<file path="src/verilog/tif_map.vh">
// register indices, field positions and timing counts of the interrupt flag block
`ifndef TIF_MAP_VH
`define TIF_MAP_VH
// register indices; byte address is four times the index
`define TIF_IDX_MCU_CONTROL  8'h35
`define TIF_IDX_TIMER_FLAGS  8'h38
`define TIF_IDX_TIMER_MASK   8'h39
`define TIF_IDX_EXT_FLAGS    8'h3a
`define TIF_IDX_EXT_MASK     8'h3b
`define TIF_IDX_CPU_STATUS   8'h3f
// reset values
`define TIF_RST_MCU_CONTROL  8'h00
`define TIF_RST_TIMER_FLAGS  8'h00
`define TIF_RST_TIMER_MASK   8'h00
`define TIF_RST_EXT_MASK     8'h00
// writable / implemented bit masks
`define TIF_MCU_CONTROL_MASK 8'h3f
`define TIF_TIMER_BITS_MASK  8'hca
`define TIF_EXT_BITS_MASK    8'hc0
// timer flag and enable bit positions
`define TIF_BIT_WIDE_OVF     7
`define TIF_BIT_CMP          6
`define TIF_BIT_CAP          3
`define TIF_BIT_NARROW_OVF   1
// external flag and enable bit positions
`define TIF_BIT_EXT1         7
`define TIF_BIT_EXT0         6
// control fields
`define TIF_BIT_SLEEP_EN     5
`define TIF_BIT_SLEEP_MODE   4
`define TIF_BIT_GIE          7
// sense codes
`define TIF_SENSE_LOW        2'h0
`define TIF_SENSE_ANY        2'h1
`define TIF_SENSE_FALL       2'h2
`define TIF_SENSE_RISE       2'h3
// vector addresses
`define TIF_VEC_NONE         4'h0
`define TIF_VEC_EXT0         4'h1
`define TIF_VEC_EXT1         4'h2
`define TIF_VEC_CAP          4'h3
`define TIF_VEC_CMP          4'h4
`define TIF_VEC_WIDE_OVF     4'h5
`define TIF_VEC_NARROW_OVF   4'h6
// sequence end counts; entry and return last that many clock cycles, the jump one more
`define TIF_ENTRY_CYCLES     2'h3
`define TIF_JUMP_CYCLES      1'h1
`define TIF_RETURN_CYCLES    2'h3
`endif

</file>
<file path="src/verilog/tif_irq.v">
// timer and external interrupt flags, priority and entry/return sequencer
//
// The APB register port was chosen for this implementation.
`timescale 1ns/1ps
`include "tif_map.vh"

module tif_irq #(
  parameter AW = 12
) (
  input  wire          pclk,
  input  wire          presetn,
  input  wire          psel,
  input  wire          penable,
  input  wire          pwrite,
  input  wire [AW-1:0] paddr,
  input  wire [31:0]   pwdata,
  output reg  [31:0]   prdata_r,
  output reg           pready_r,
  output reg           pslverr_r,
  input  wire          wide_ovf_evt,
  input  wire          cmp_match_evt,
  input  wire          capture_evt,
  input  wire          narrow_ovf_evt,
  input  wire          external_irq_pin_zero,
  input  wire          external_irq_pin_one,
  input  wire          cpu_instr_done,
  input  wire          cpu_return_from_interrupt,
  output reg           cpu_hold_r,
  output reg           pc_push_r,
  output reg           pc_pop_r,
  output reg           vector_exec_r,
  output reg  [3:0]    vector_r,
  output reg           global_irq_enable_r,
  output reg           sleep_enable_r,
  output reg           sleep_mode_select_r
);

  localparam [3:0] ST_IDLE  = 4'h1;
  localparam [3:0] ST_ENTRY = 4'h2;
  localparam [3:0] ST_JUMP  = 4'h4;
  localparam [3:0] ST_RET   = 4'h8;

  // edge or level test for one synchronised pin
  function ext_hit;
    input [1:0] sense;
    input       now;
    input       prev;
    begin
      case (sense)
        `TIF_SENSE_LOW:  ext_hit = ~now;
        `TIF_SENSE_ANY:  ext_hit = now ^ prev;
        `TIF_SENSE_FALL: ext_hit = prev & ~now;
        default:         ext_hit = now & ~prev;
      endcase
    end
  endfunction

  reg  [7:0] mcu_control_r;
  reg  [7:0] timer_flags_r;
  reg  [7:0] timer_mask_r;
  reg  [7:0] ext_flags_r;
  reg  [7:0] ext_mask_r;
  reg  [1:0] pin0_sync_r;
  reg  [1:0] pin1_sync_r;
  reg        pin0_prev_r;
  reg        pin1_prev_r;
  reg  [3:0] state_r;
  reg  [1:0] cnt_r;
  reg        after_ret_r;
  reg  [7:0] timer_flags_nxt;
  reg  [7:0] ext_flags_nxt;
  reg  [3:0] pick_nxt;
  reg  [7:0] rd_nxt;
  reg        map_nxt;

  wire [7:0] idx      = paddr[9:2];
  wire       setup    = psel & ~penable;
  wire       wr_done  = psel & penable & pready_r & pwrite;
  wire       in_range = (paddr[AW-1:10] == {(AW-10){1'b0}}) & (paddr[1:0] == 2'h0);
  wire [1:0] sense0   = mcu_control_r[1:0];
  wire [1:0] sense1   = mcu_control_r[3:2];
  // pin level is read regardless of pin direction, so software can drive it
  wire       hit0     = ext_hit(sense0, pin0_sync_r[1], pin0_prev_r);
  wire       hit1     = ext_hit(sense1, pin1_sync_r[1], pin1_prev_r);
  wire       lvl0     = (sense0 == `TIF_SENSE_LOW);
  wire       lvl1     = (sense1 == `TIF_SENSE_LOW);
  wire       req_ext0 = ext_mask_r[`TIF_BIT_EXT0] & (lvl0 ? hit0 : ext_flags_r[`TIF_BIT_EXT0]);
  wire       req_ext1 = ext_mask_r[`TIF_BIT_EXT1] & (lvl1 ? hit1 : ext_flags_r[`TIF_BIT_EXT1]);
  wire [7:0] timer_req = timer_flags_r & timer_mask_r;
  // no service in the first boundary after a return
  wire       may_take = global_irq_enable_r & cpu_instr_done & ~after_ret_r;
  wire       wr_now   = wr_done & in_range;
  wire       sw_gie   = wr_now & (idx == `TIF_IDX_CPU_STATUS);

  // lowest vector address wins
  always @* begin
    if (req_ext0) begin
      pick_nxt = `TIF_VEC_EXT0;
    end else if (req_ext1) begin
      pick_nxt = `TIF_VEC_EXT1;
    end else if (timer_req[`TIF_BIT_CAP]) begin
      pick_nxt = `TIF_VEC_CAP;
    end else if (timer_req[`TIF_BIT_CMP]) begin
      pick_nxt = `TIF_VEC_CMP;
    end else if (timer_req[`TIF_BIT_WIDE_OVF]) begin
      pick_nxt = `TIF_VEC_WIDE_OVF;
    end else if (timer_req[`TIF_BIT_NARROW_OVF]) begin
      pick_nxt = `TIF_VEC_NARROW_OVF;
    end else begin
      pick_nxt = `TIF_VEC_NONE;
    end
  end

  // flag next values; a set in the clearing cycle wins
  always @* begin
    timer_flags_nxt = timer_flags_r;
    ext_flags_nxt   = ext_flags_r;
    if (wr_now && idx == `TIF_IDX_TIMER_FLAGS) begin
      timer_flags_nxt = timer_flags_nxt & ~pwdata[7:0];
    end
    if (wr_now && idx == `TIF_IDX_EXT_FLAGS) begin
      ext_flags_nxt = ext_flags_nxt & ~pwdata[7:0];
    end
    if (state_r == ST_ENTRY && cnt_r == `TIF_ENTRY_CYCLES) begin
      case (vector_r)
        `TIF_VEC_EXT0:       ext_flags_nxt[`TIF_BIT_EXT0] = 1'b0;
        `TIF_VEC_EXT1:       ext_flags_nxt[`TIF_BIT_EXT1] = 1'b0;
        `TIF_VEC_CAP:        timer_flags_nxt[`TIF_BIT_CAP] = 1'b0;
        `TIF_VEC_CMP:        timer_flags_nxt[`TIF_BIT_CMP] = 1'b0;
        `TIF_VEC_WIDE_OVF:   timer_flags_nxt[`TIF_BIT_WIDE_OVF] = 1'b0;
        `TIF_VEC_NARROW_OVF: timer_flags_nxt[`TIF_BIT_NARROW_OVF] = 1'b0;
        default:             timer_flags_nxt = timer_flags_nxt;
      endcase
    end
    // overflow source also covers the pwm step away from zero
    if (wide_ovf_evt) begin
      timer_flags_nxt[`TIF_BIT_WIDE_OVF] = 1'b1;
    end
    if (cmp_match_evt) begin
      timer_flags_nxt[`TIF_BIT_CMP] = 1'b1;
    end
    if (capture_evt) begin
      timer_flags_nxt[`TIF_BIT_CAP] = 1'b1;
    end
    if (narrow_ovf_evt) begin
      timer_flags_nxt[`TIF_BIT_NARROW_OVF] = 1'b1;
    end
    timer_flags_nxt = timer_flags_nxt & `TIF_TIMER_BITS_MASK;
    if (lvl0) begin
      ext_flags_nxt[`TIF_BIT_EXT0] = 1'b0;
    end else if (hit0) begin
      ext_flags_nxt[`TIF_BIT_EXT0] = 1'b1;
    end
    if (lvl1) begin
      ext_flags_nxt[`TIF_BIT_EXT1] = 1'b0;
    end else if (hit1) begin
      ext_flags_nxt[`TIF_BIT_EXT1] = 1'b1;
    end
    ext_flags_nxt = ext_flags_nxt & `TIF_EXT_BITS_MASK;
  end

  // read mux and address decode
  always @* begin
    rd_nxt  = 8'h00;
    map_nxt = in_range;
    if (idx == `TIF_IDX_MCU_CONTROL) begin
      rd_nxt = mcu_control_r & `TIF_MCU_CONTROL_MASK;
    end else if (idx == `TIF_IDX_TIMER_FLAGS) begin
      rd_nxt = timer_flags_r;
    end else if (idx == `TIF_IDX_TIMER_MASK) begin
      rd_nxt = timer_mask_r;
    end else if (idx == `TIF_IDX_EXT_FLAGS) begin
      rd_nxt = ext_flags_r;
    end else if (idx == `TIF_IDX_EXT_MASK) begin
      rd_nxt = ext_mask_r;
    end else if (idx == `TIF_IDX_CPU_STATUS) begin
      rd_nxt = {global_irq_enable_r, 7'h00};
    end else begin
      map_nxt = 1'b0;
    end
  end

  // apb slave: no wait state, answer in the first access cycle
  always @(posedge pclk or negedge presetn) begin
    if (!presetn) begin
      prdata_r  <= 32'h0000_0000;
      pready_r  <= 1'b0;
      pslverr_r <= 1'b0;
    end else begin
      pready_r <= setup;
      if (setup) begin
        prdata_r  <= {24'h00_0000, rd_nxt};
        pslverr_r <= ~(map_nxt & in_range);
      end else if (pready_r) begin
        prdata_r  <= 32'h0000_0000;
        pslverr_r <= 1'b0;
      end
    end
  end

  // software registers
  always @(posedge pclk or negedge presetn) begin
    if (!presetn) begin
      mcu_control_r <= `TIF_RST_MCU_CONTROL;
      timer_mask_r  <= `TIF_RST_TIMER_MASK;
      sleep_enable_r      <= 1'b0;
      sleep_mode_select_r <= 1'b0;
      ext_mask_r    <= `TIF_RST_EXT_MASK;
    end else if (wr_now) begin
      if (idx == `TIF_IDX_MCU_CONTROL) begin
        mcu_control_r <= pwdata[7:0] & `TIF_MCU_CONTROL_MASK;
        // sleep fields mirrored to ports so they leave straight from a flop
        sleep_enable_r      <= pwdata[`TIF_BIT_SLEEP_EN];
        sleep_mode_select_r <= pwdata[`TIF_BIT_SLEEP_MODE];
      end else if (idx == `TIF_IDX_TIMER_MASK) begin
        timer_mask_r <= pwdata[7:0] & `TIF_TIMER_BITS_MASK;
      end else if (idx == `TIF_IDX_EXT_MASK) begin
        ext_mask_r <= pwdata[7:0] & `TIF_EXT_BITS_MASK;
      end
    end
  end

  // pins are asynchronous; prev is taken from the second stage only
  always @(posedge pclk or negedge presetn) begin
    if (!presetn) begin
      pin0_sync_r <= 2'h3;
      pin1_sync_r <= 2'h3;
      pin0_prev_r <= 1'b1;
      pin1_prev_r <= 1'b1;
    end else begin
      pin0_sync_r <= {pin0_sync_r[0], external_irq_pin_zero};
      pin1_sync_r <= {pin1_sync_r[0], external_irq_pin_one};
      pin0_prev_r <= pin0_sync_r[1];
      pin1_prev_r <= pin1_sync_r[1];
    end
  end

  always @(posedge pclk or negedge presetn) begin
    if (!presetn) begin
      timer_flags_r <= `TIF_RST_TIMER_FLAGS;
      ext_flags_r   <= 8'h00;
    end else begin
      timer_flags_r <= timer_flags_nxt;
      ext_flags_r   <= ext_flags_nxt;
    end
  end

  // entry, jump and return sequencer
  always @(posedge pclk or negedge presetn) begin
    if (!presetn) begin
      state_r             <= ST_IDLE;
      cnt_r               <= 2'h0;
      vector_r            <= `TIF_VEC_NONE;
      vector_exec_r       <= 1'b0;
      pc_push_r           <= 1'b0;
      pc_pop_r            <= 1'b0;
      cpu_hold_r          <= 1'b0;
      after_ret_r         <= 1'b0;
      global_irq_enable_r <= 1'b0;
    end else begin
      vector_exec_r <= 1'b0;
      pc_push_r     <= 1'b0;
      pc_pop_r      <= 1'b0;
      if (sw_gie) begin
        global_irq_enable_r <= pwdata[`TIF_BIT_GIE];
      end
      case (state_r)
        ST_IDLE: begin
          if (cpu_instr_done) begin
            after_ret_r <= 1'b0;
          end
          if (cpu_return_from_interrupt) begin
            state_r    <= ST_RET;
            cnt_r      <= 2'h1;
            cpu_hold_r <= 1'b1;
            pc_pop_r   <= 1'b1;
          end else if (may_take && pick_nxt != `TIF_VEC_NONE) begin
            state_r             <= ST_ENTRY;
            cnt_r               <= 2'h1;
            vector_r            <= pick_nxt;
            cpu_hold_r          <= 1'b1;
            pc_push_r           <= 1'b1;
            global_irq_enable_r <= 1'b0;
          end
        end
        ST_ENTRY: begin
          cnt_r     <= cnt_r + 2'h1;
          pc_push_r <= (cnt_r == 2'h1);
          if (cnt_r == `TIF_ENTRY_CYCLES) begin
            state_r       <= ST_JUMP;
            cnt_r         <= 2'h0;
            vector_exec_r <= 1'b1;
          end
        end
        ST_JUMP: begin
          cnt_r <= cnt_r + 2'h1;
          if (cnt_r == {1'b0, `TIF_JUMP_CYCLES}) begin
            state_r    <= ST_IDLE;
            cnt_r      <= 2'h0;
            cpu_hold_r <= 1'b0;
          end
        end
        ST_RET: begin
          cnt_r    <= cnt_r + 2'h1;
          pc_pop_r <= (cnt_r == 2'h1);
          if (cnt_r == `TIF_RETURN_CYCLES) begin
            state_r             <= ST_IDLE;
            cnt_r               <= 2'h0;
            cpu_hold_r          <= 1'b0;
            after_ret_r         <= 1'b1;
            global_irq_enable_r <= 1'b1;
          end
        end
        default: begin
          state_r    <= ST_IDLE;
          cnt_r      <= 2'h0;
          cpu_hold_r <= 1'b0;
        end
      endcase
    end
  end

endmodule // tif_irq

</file>
<file path="config.mk">
export PLATFORM = sky130hd
export DESIGN_NAME = tif_irq
export DESIGN_NICKNAME = d
export VERILOG_FILES = /design/src/verilog/tif_irq.v
export VERILOG_INCLUDE_DIRS = /design/src /design/src/verilog
export SDC_FILE = /design/constraint.sdc
export NUM_CORES = 1
export LEC_CHECK = 0
export ABC_AREA = 1
export BUFFER_PORTS_ARGS = -buffer_cell sky130_fd_sc_hd__buf_2
export CAP_MARGIN = 5
export CORE_MARGIN = 1.5
export CORE_UTILIZATION = 38
export CTS_CLUSTER_DIAMETER = 50
export CTS_CLUSTER_SIZE = 10
export DETAILED_ROUTE_END_ITERATION = 10
export PLACE_DENSITY = 0.76
export SETUP_SLACK_MARGIN = 0.5
export SLEW_MARGIN = 25
export SYNTH_ARGS = -nofsm -noshare
export SYNTH_HDL_FRONTEND = slang
export SYNTH_SLANG_ARGS = --single-unit
</file>
<file path="constraint.sdc">
create_clock -name pclk -period 1.95 [get_ports pclk]
set_clock_uncertainty 0.05 [all_clocks]
set_input_delay 0.195 -clock pclk [delete_from_list [all_inputs] [get_ports pclk]]
set_output_delay 0.195 -clock pclk [all_outputs]
set_load 0.01 [all_outputs]
</file>
* After elaboration in Yosys (flattened, before gate mapping) *
Index checks and enable logic that the tools add are counted.

cells by class
  add/subtract/negate cells = 1
  reduce and logical (&&, ||, !) cells = 19
  bitwise gates (word level) = 33
  mux-type cells = 75
  eq/ne operators = 27

operators by type and width
  kind                                            count
  2-to-1 mux 8 bit                                9
  2-to-1 mux 32 bit                               2
  == test 8 x 6 -> 1 bit (second input constant)  6
  2-to-1 mux 1 bit                                39
  2-to-1 mux 4 bit                                7
  AND 8 bit                                       3
  AND 1 bit                                       16
  == test 4 x 3 -> 1 bit (second input constant)  4
  one-hot mux 4 bit (4 select lines)              1
  == test 4 x 2 -> 1 bit (second input constant)  3
  2-to-1 mux 3 bit                                4
  AND reduction 4 bit                             3
  inverter 1 bit                                  11
  2-to-1 mux 2 bit                                5
  AND reduction 3 bit                             3
  == test 4 x 1 -> 1 bit (second input constant)  2
  zero test 2 bit                                 4
  inverter 8 bit                                  1
  one-hot mux 1 bit (2 select lines)              4
  == test 2 x 1 -> 1 bit (second input constant)  3
  == test 2 bit (second input constant)           3
  inequality test 2 bit (second input constant)   3
  one-hot mux 1 bit (3 select lines)              2
  one-hot mux 2 bit (3 select lines)              1
  other kinds (11)                                16

storage, ports and cells
  input bits = 57
  logic and storage cells = 178
  output and inout bits = 45
  register bits = 76

* Depth between registers and ports, before layout *
  depth in word-level cells = 12
  gate-level depth with buffers = 12
  mapped depth without buffers = 12

* Worst setup path after synthesis *
No wires, ideal clock.

  kind = register to register
  start point = register pin1_sync_r[1]
  end point = register ext_flags_r[7]
  slack = 476 ps
  cell stages (with the launch flop) = 8
  setup time = 84 ps
  arrival time = 1340 ps
  data required time = 1816 ps
  clock period less this slack = 1474 ps
  path buffers = 0
  cell sequence = dfstp_2 inv_1 ha_1 o21ai_0 o21ai_0 o21ai_0 o31ai_1 a21boi_0

on the way
  word-level cells in the longest chain between the ends = 5
  elaborated cells on any way between the ends = 7
  those cells by class = mux: 3; bitwise: 4

ends and longest elaborated chain
  what                                  line                        RTL
  start: declaration                    tif_irq.v:64                reg [1:0] pin1_sync_r;
  start signal: assignment              tif_irq.v:232               pin1_sync_r <= {pin1_sync_r[0], external_irq_pin_one};
  inverter 1 bit                        tif_irq.v:50, tif_irq.v:52
  AND 1 bit                             tif_irq.v:52                `TIF_SENSE_FALL: ext_hit = prev & ~now;
  one-hot mux 1 bit (3 select lines) *  tif_irq.v:49                case (sense)
  2-to-1 mux 1 bit *                    tif_irq.v:156               end else if (hit1) begin
  2-to-1 mux 1 bit *                    tif_irq.v:154               if (lvl1) begin
  via ext_flags_nxt[7]                  tif_irq.v:71                reg [7:0] ext_flags_nxt;
  end signal: assignment                tif_irq.v:244               ext_flags_r <= ext_flags_nxt;
  end: declaration                      tif_irq.v:61                reg [7:0] ext_flags_r;

The timed path passes the listed nets; every way through them passes the cells marked *.
A chain may end at the register's enable or synchronous reset.

* Final worst setup path *
  start point = register pin1_sync_r[1]
  end point = register vector_r[1]

on the way
  word-level cells in the longest chain between the ends = 10
  elaborated cells on any way between the ends = 12
  those cells by class = mux: 4; bitwise: 5; reduce/logical: 3

ends and longest elaborated chain
  what                                  line                        RTL
  inverter 1 bit                        tif_irq.v:50, tif_irq.v:52
  AND 1 bit                             tif_irq.v:52
  one-hot mux 1 bit (3 select lines) *  tif_irq.v:49
  2-to-1 mux 1 bit *                    tif_irq.v:88                wire req_ext1 = ext_mask_r[`TIF_BIT_EXT1] & (lvl1 ? hit1 : ext_flags_r[`TIF_BIT_EXT1]);
  AND 1 bit *                           tif_irq.v:88
  2-to-1 mux 4 bit *                    tif_irq.v:99                end else if (req_ext1) begin
  2-to-1 mux 4 bit *                    tif_irq.v:97                if (req_ext0) begin
  nonzero test 4 bit (no source line)   n/a
  logical AND 1 bit (no source line)    n/a
  AND reduction 3 bit (no source line)  n/a
  end signal: assignment                tif_irq.v:253               vector_r <= `TIF_VEC_NONE;
  end signal: assignment                tif_irq.v:280               vector_r <= pick_nxt;
  end: declaration                      tif_irq.v:32                output reg [3:0] vector_r,

Mark *: on every way between the ends. The rest lies on a longest branch, timed or not.

==> results.md <==
- The initial antenna violation count came to 0.
- The number of enable-type register cells in the synthesized netlist is 0.
- Along the worst path, the maximum fanout reaches 4.
- The maximum buffer depth of the clock tree is 2.
- Setup repair after global routing could not meet its margin everywhere.
- In this run the standard cell core region covers 6940 µm².
- The setup TNS after final layout is 0 ns.
- The average size of a mapped cell is between 8 and 9 µm².
- Among the stages of the critical path, the cell type that occurs most often is sky130_fd_sc_hd__nand3_2.
- After clock tree synthesis, the clock-pin slew on the worst setup and hold paths is 0.09 ns.
- Dividing the detail-routed wire length by the instance count gives 13.8 µm.
- The worst hold path passes through 3 cells.
- The clock insertion delay at the later pin of the skew report is 0.31 ns.
- The relative slew slack is 64.8%.
- In this run the power density over the cells is 670 nW/µm².
- The share of async-settable or async-resettable flops after synthesis is 100%.
- The maximum ir drop on the vdd rail is 0.290 mV.
- The time the final worst path needs with I/O delays and setup is 1.53 ns.
- The final wirelength is 7120 µm.
- Static timing analysis puts the maximum clock frequency at 652 MHz.
- The tree is rooted in a sky130_fd_sc_hd__clkbuf_8.
- The element type at the critical path end is a flop.
- The area growth from synthesis to layout is 28.5%.
- The launch instance of the worst register-to-register path is pin1_sync_r[1]$_DFF_PN1_.
- The placer congestion estimate is 0.887.
- The dominant delay contributor by cell family on the critical path is simple AND/OR/NAND/NOR gates.
- The register bit total from synthesis is 49.
- The count of buffers added on input and output ports is 52.
- The iteration count of the initial detailed-routing pass is 7.
- Summed over all nets, the switching power comes to 0.000805 W.
- The area enclosed by the die boundary is ~7800 µm².
- The post-route netlist has 36.7% of its cells at a drive strength greater than 1.
- The data arrival time of the critical path is 1.67 ns.
- The final net count is 483.
- The depth of the worst register-to-register path is 7.
- The max-slew violation total from the final report is 0.
- The height of the die is 88.5 µm.
- The count of max-cap constraint violations is 0.
- The clock drives 49 sinks.
- The synthesized instance count is between 300 and 400.
- The starting utilization of the core area is between 30% and 40%.
- The total count of hold-check failures in the final report is 0.
- Walking the worst path, the cells encountered are nand3_2, nand3_4, nand2_2, inv_2, nand4_1, nand3_2, o21ai_1.
- The width of the die is 88.5 µm.
- The largest stage delay on the critical path is 0.57 ns.
- Net switching is 33.7% of the power.
- The pin count of the biggest net entering global routing is 43.
- The count of filler cells inserted in the layout is between 600 and 700.
- For the pin with the worst max-slew slack, the measured transition is 0.526 ns.
- The number of antenna-violating nets in the routed design is 0.
- The total DRC errors in the routed layout is 0.
- By startpoint and endpoint, the worst setup path is classified as reg -> reg.
- The I/O pin count is 102.
- In this run, placement finished with an instance count of 482.
- The number of non-filler instances in the completed layout is 516.
- The number of H-tree branching levels is 2.
- The register share of total power is 48.4%.
- The clock buffer count from CTS is 5.
- The run finished with clean final reports.
- The overflow left after global routing is 0.
- The mapped cell area is around 2800 µm².
- The via count of the first global-routing pass came to 2419.
- The setup-violating endpoint count in the final report is 0.
- The last element of the critical path is vector_r[1]$_DFFE_PN0P_.
- Global routing used 18.4% of the available tracks across all layers.
- The via count normalized by instance count is between 4 and 5.
- The worst setup slack for register-to-register paths is between 0.4 and 0.5 ns.
- The worst setup path is launched from a flop.
- The most used flip-flop cell after synthesis is sky130_fd_sc_hd__dfrtp_1.
- Detailed placement ended at an HPWL of 4940 µm.
- The TritonCTS clock tree is built.
- Summed over all cells, the static leakage comes to ~1.9 nW.
- Cell internal power was estimated by the tool at between 0.0015 and 0.002 W.
- Of the available clock period, the critical path in the final layout requires about four fifths.
- The number of buffers and inverters on the critical path is 1.
- The count of routing violations after the opening detailed-route iteration is between 200 and 300.
- Sequential cells were found to cover 44.5% of the synthesized design area.
- The clock network fraction of design power is 25.3%.
- The global-route wire length before repair is about 11000 µm.
- The min-delay analysis places its worst path in the category in -> reg.
- The data required time of the critical path is 2.09 ns.
- The number of cell rows is 30.
- The combinational fraction of design power is 26.2%.
- The number of different library cells used by synthesis comes to 37.
- The routed via count is approximately 2600.
- 0 antenna diodes ended up in the layout.
- Tracing the worst setup path back leads to its startpoint at pin1_sync_r[1]$_DFF_PN1_.
- The largest individual stage delay along the critical path comes from the cell sky130_fd_sc_hd__dfstp_2.
- The endpoint identified for the worst register-to-register timing path is vector_r[1]$_DFFE_PN0P_.
- Counting buffers and inverters, the worst setup path is 7 cells deep.
- For this run, the number of Yosys warnings is 0.
layer usage:
metal	wire length, µm	track usage (%)	vias up	part of all wire, %
met1	3140	23.5	1228	44
met4	136	7.53	0	1.9
met3	469	3.92	12	6.6
met5	0	0	-	0
met2	3380	30.5	128	47
li1	-	-	1211	-
worst reg2reg max path: cells and delay by family, from the launching register on:
kind / cells / cell delay [ns]
buffers and inverters: 1 / 0.06
AO/OA/AOI/OAI: 1 / 0.07
flip-flops: 1 / 0.57
AND/OR/NAND/NOR: 5 / 0.66
cell families after synthesis:
group	share of synthesized area [%]
other cells	0.135
flops	44.5
simple gates	25.4
compound gates	11.2
mux	2.16
buf+inv	13.4
fa+ha+maj	3.15
repair_timing:
action	CTS	global route
setup buffers	13	9
hold endpoints to repair	44	0
setup endpoints to repair	19	19
pin swaps	19	16
cloned	1	0
hold buffers	3	0
gates resized for setup	33	25
per-stage QoR:
stage               power (W)  hold WS [ns]  cell area (µm²)  utilization (%)  worst slack [ns]
finish                0.00239        0.0217             3570             51.4             0.416
global placement      0.00159       0.00770             3080             44.4             0.361
floorplan             0.00149        -0.151             2870                -             0.513
global route          0.00253        0.0209             3570             51.4             0.314
CTS                   0.00231        0.0229             3390             48.9             0.464
detailed placement    0.00162        0.0103             3080             44.4             0.273
area by class of cell:
type | count | area [µm²] | share of cell area [%]
clock inverter | 3 | 22.5 | 0.631
multi-input combinational | 237 | 1460 | 40.8
inverter | 47 | 181 | 5.08
clock buffer | 5 | 68.8 | 1.93
tap | 96 | 120 | 3.37
sequential | 49 | 1240 | 34.7
timing repair buffer | 79 | 483 | 13.5
cell usage in the layout, fill, tap and decap left out, types with 11 or more instances in the layout:
cell | Yosys | final
sky130_fd_sc_hd__buf_4 | 25 | 23
sky130_fd_sc_hd__inv_2 | 2 | 11
sky130_fd_sc_hd__o21ai_0 | 19 | 11
sky130_fd_sc_hd__nand2_1 | 87 | 77
sky130_fd_sc_hd__nand3_1 | 19 | 15
sky130_fd_sc_hd__inv_1 | 44 | 35
sky130_fd_sc_hd__dfrtp_1 | 42 | 40
sky130_fd_sc_hd__o21ai_1 | 10 | 15
sky130_fd_sc_hd__buf_2 | 0 | 52
sky130_fd_sc_hd__conb_1 | 1 | 25
power groups by stage:
stage | combinational [W] | clock [W] | sequential [W]
finish | 0.000627 | 0.000606 | 0.00116
global route | 0.000700 | 0.000664 | 0.00116
CTS | 0.000560 | 0.000614 | 0.00114
detailed placement | 0.000459 | 0 | 0.00116
global placement | 0.000438 | 0 | 0.00115
floorplan | 0.000323 | 0 | 0.00116
worst min path at each step:
stage	start	endpoint	slack, ns
2_1_floorplan	presetn	after_ret_r$_DFFE_PN0P_	-0.15
3_3_place_gp	presetn	state_r[3]$_DFFE_PN0P_	0.008
3_5_place_dp	presetn	state_r[3]$_DFFE_PN0P_	0.01
4_1_cts	cmp_match_evt	timer_flags_r[6]$_DFF_PN0_	0.02
5_1_grt	narrow_ovf_evt	timer_flags_r[1]$_DFF_PN0_	0.02
6_report	narrow_ovf_evt	timer_flags_r[1]$_DFF_PN0_	0.02
flip-flops by register name, summed over array words and instances, names as in the netlist, 2 cells and up:
register / count
mcu_control_r: 5
ext_mask_r: 2
pin0_sync_r: 2
prdata_r: 8
timer_mask_r: 4
pin1_sync_r: 2
vector_r: 3
ext_flags_r: 2
state_r: 4
timer_flags_r: 4
cnt_r: 2
synth_stat cells, drive strengths merged, types with 6 or more instances:
cell	instances	area, µm²
a21oi	7	35.0
buf	25	188
dfrtp	42	1050
dfstp	7	184
ha	7	87.6
inv	47	181
nand2	91	370
nand3	22	125
nand4	9	62.6
nor2	19	88.8
nor3	6	51.3
o21ai	29	145
(Power assumes the default switching activity.)
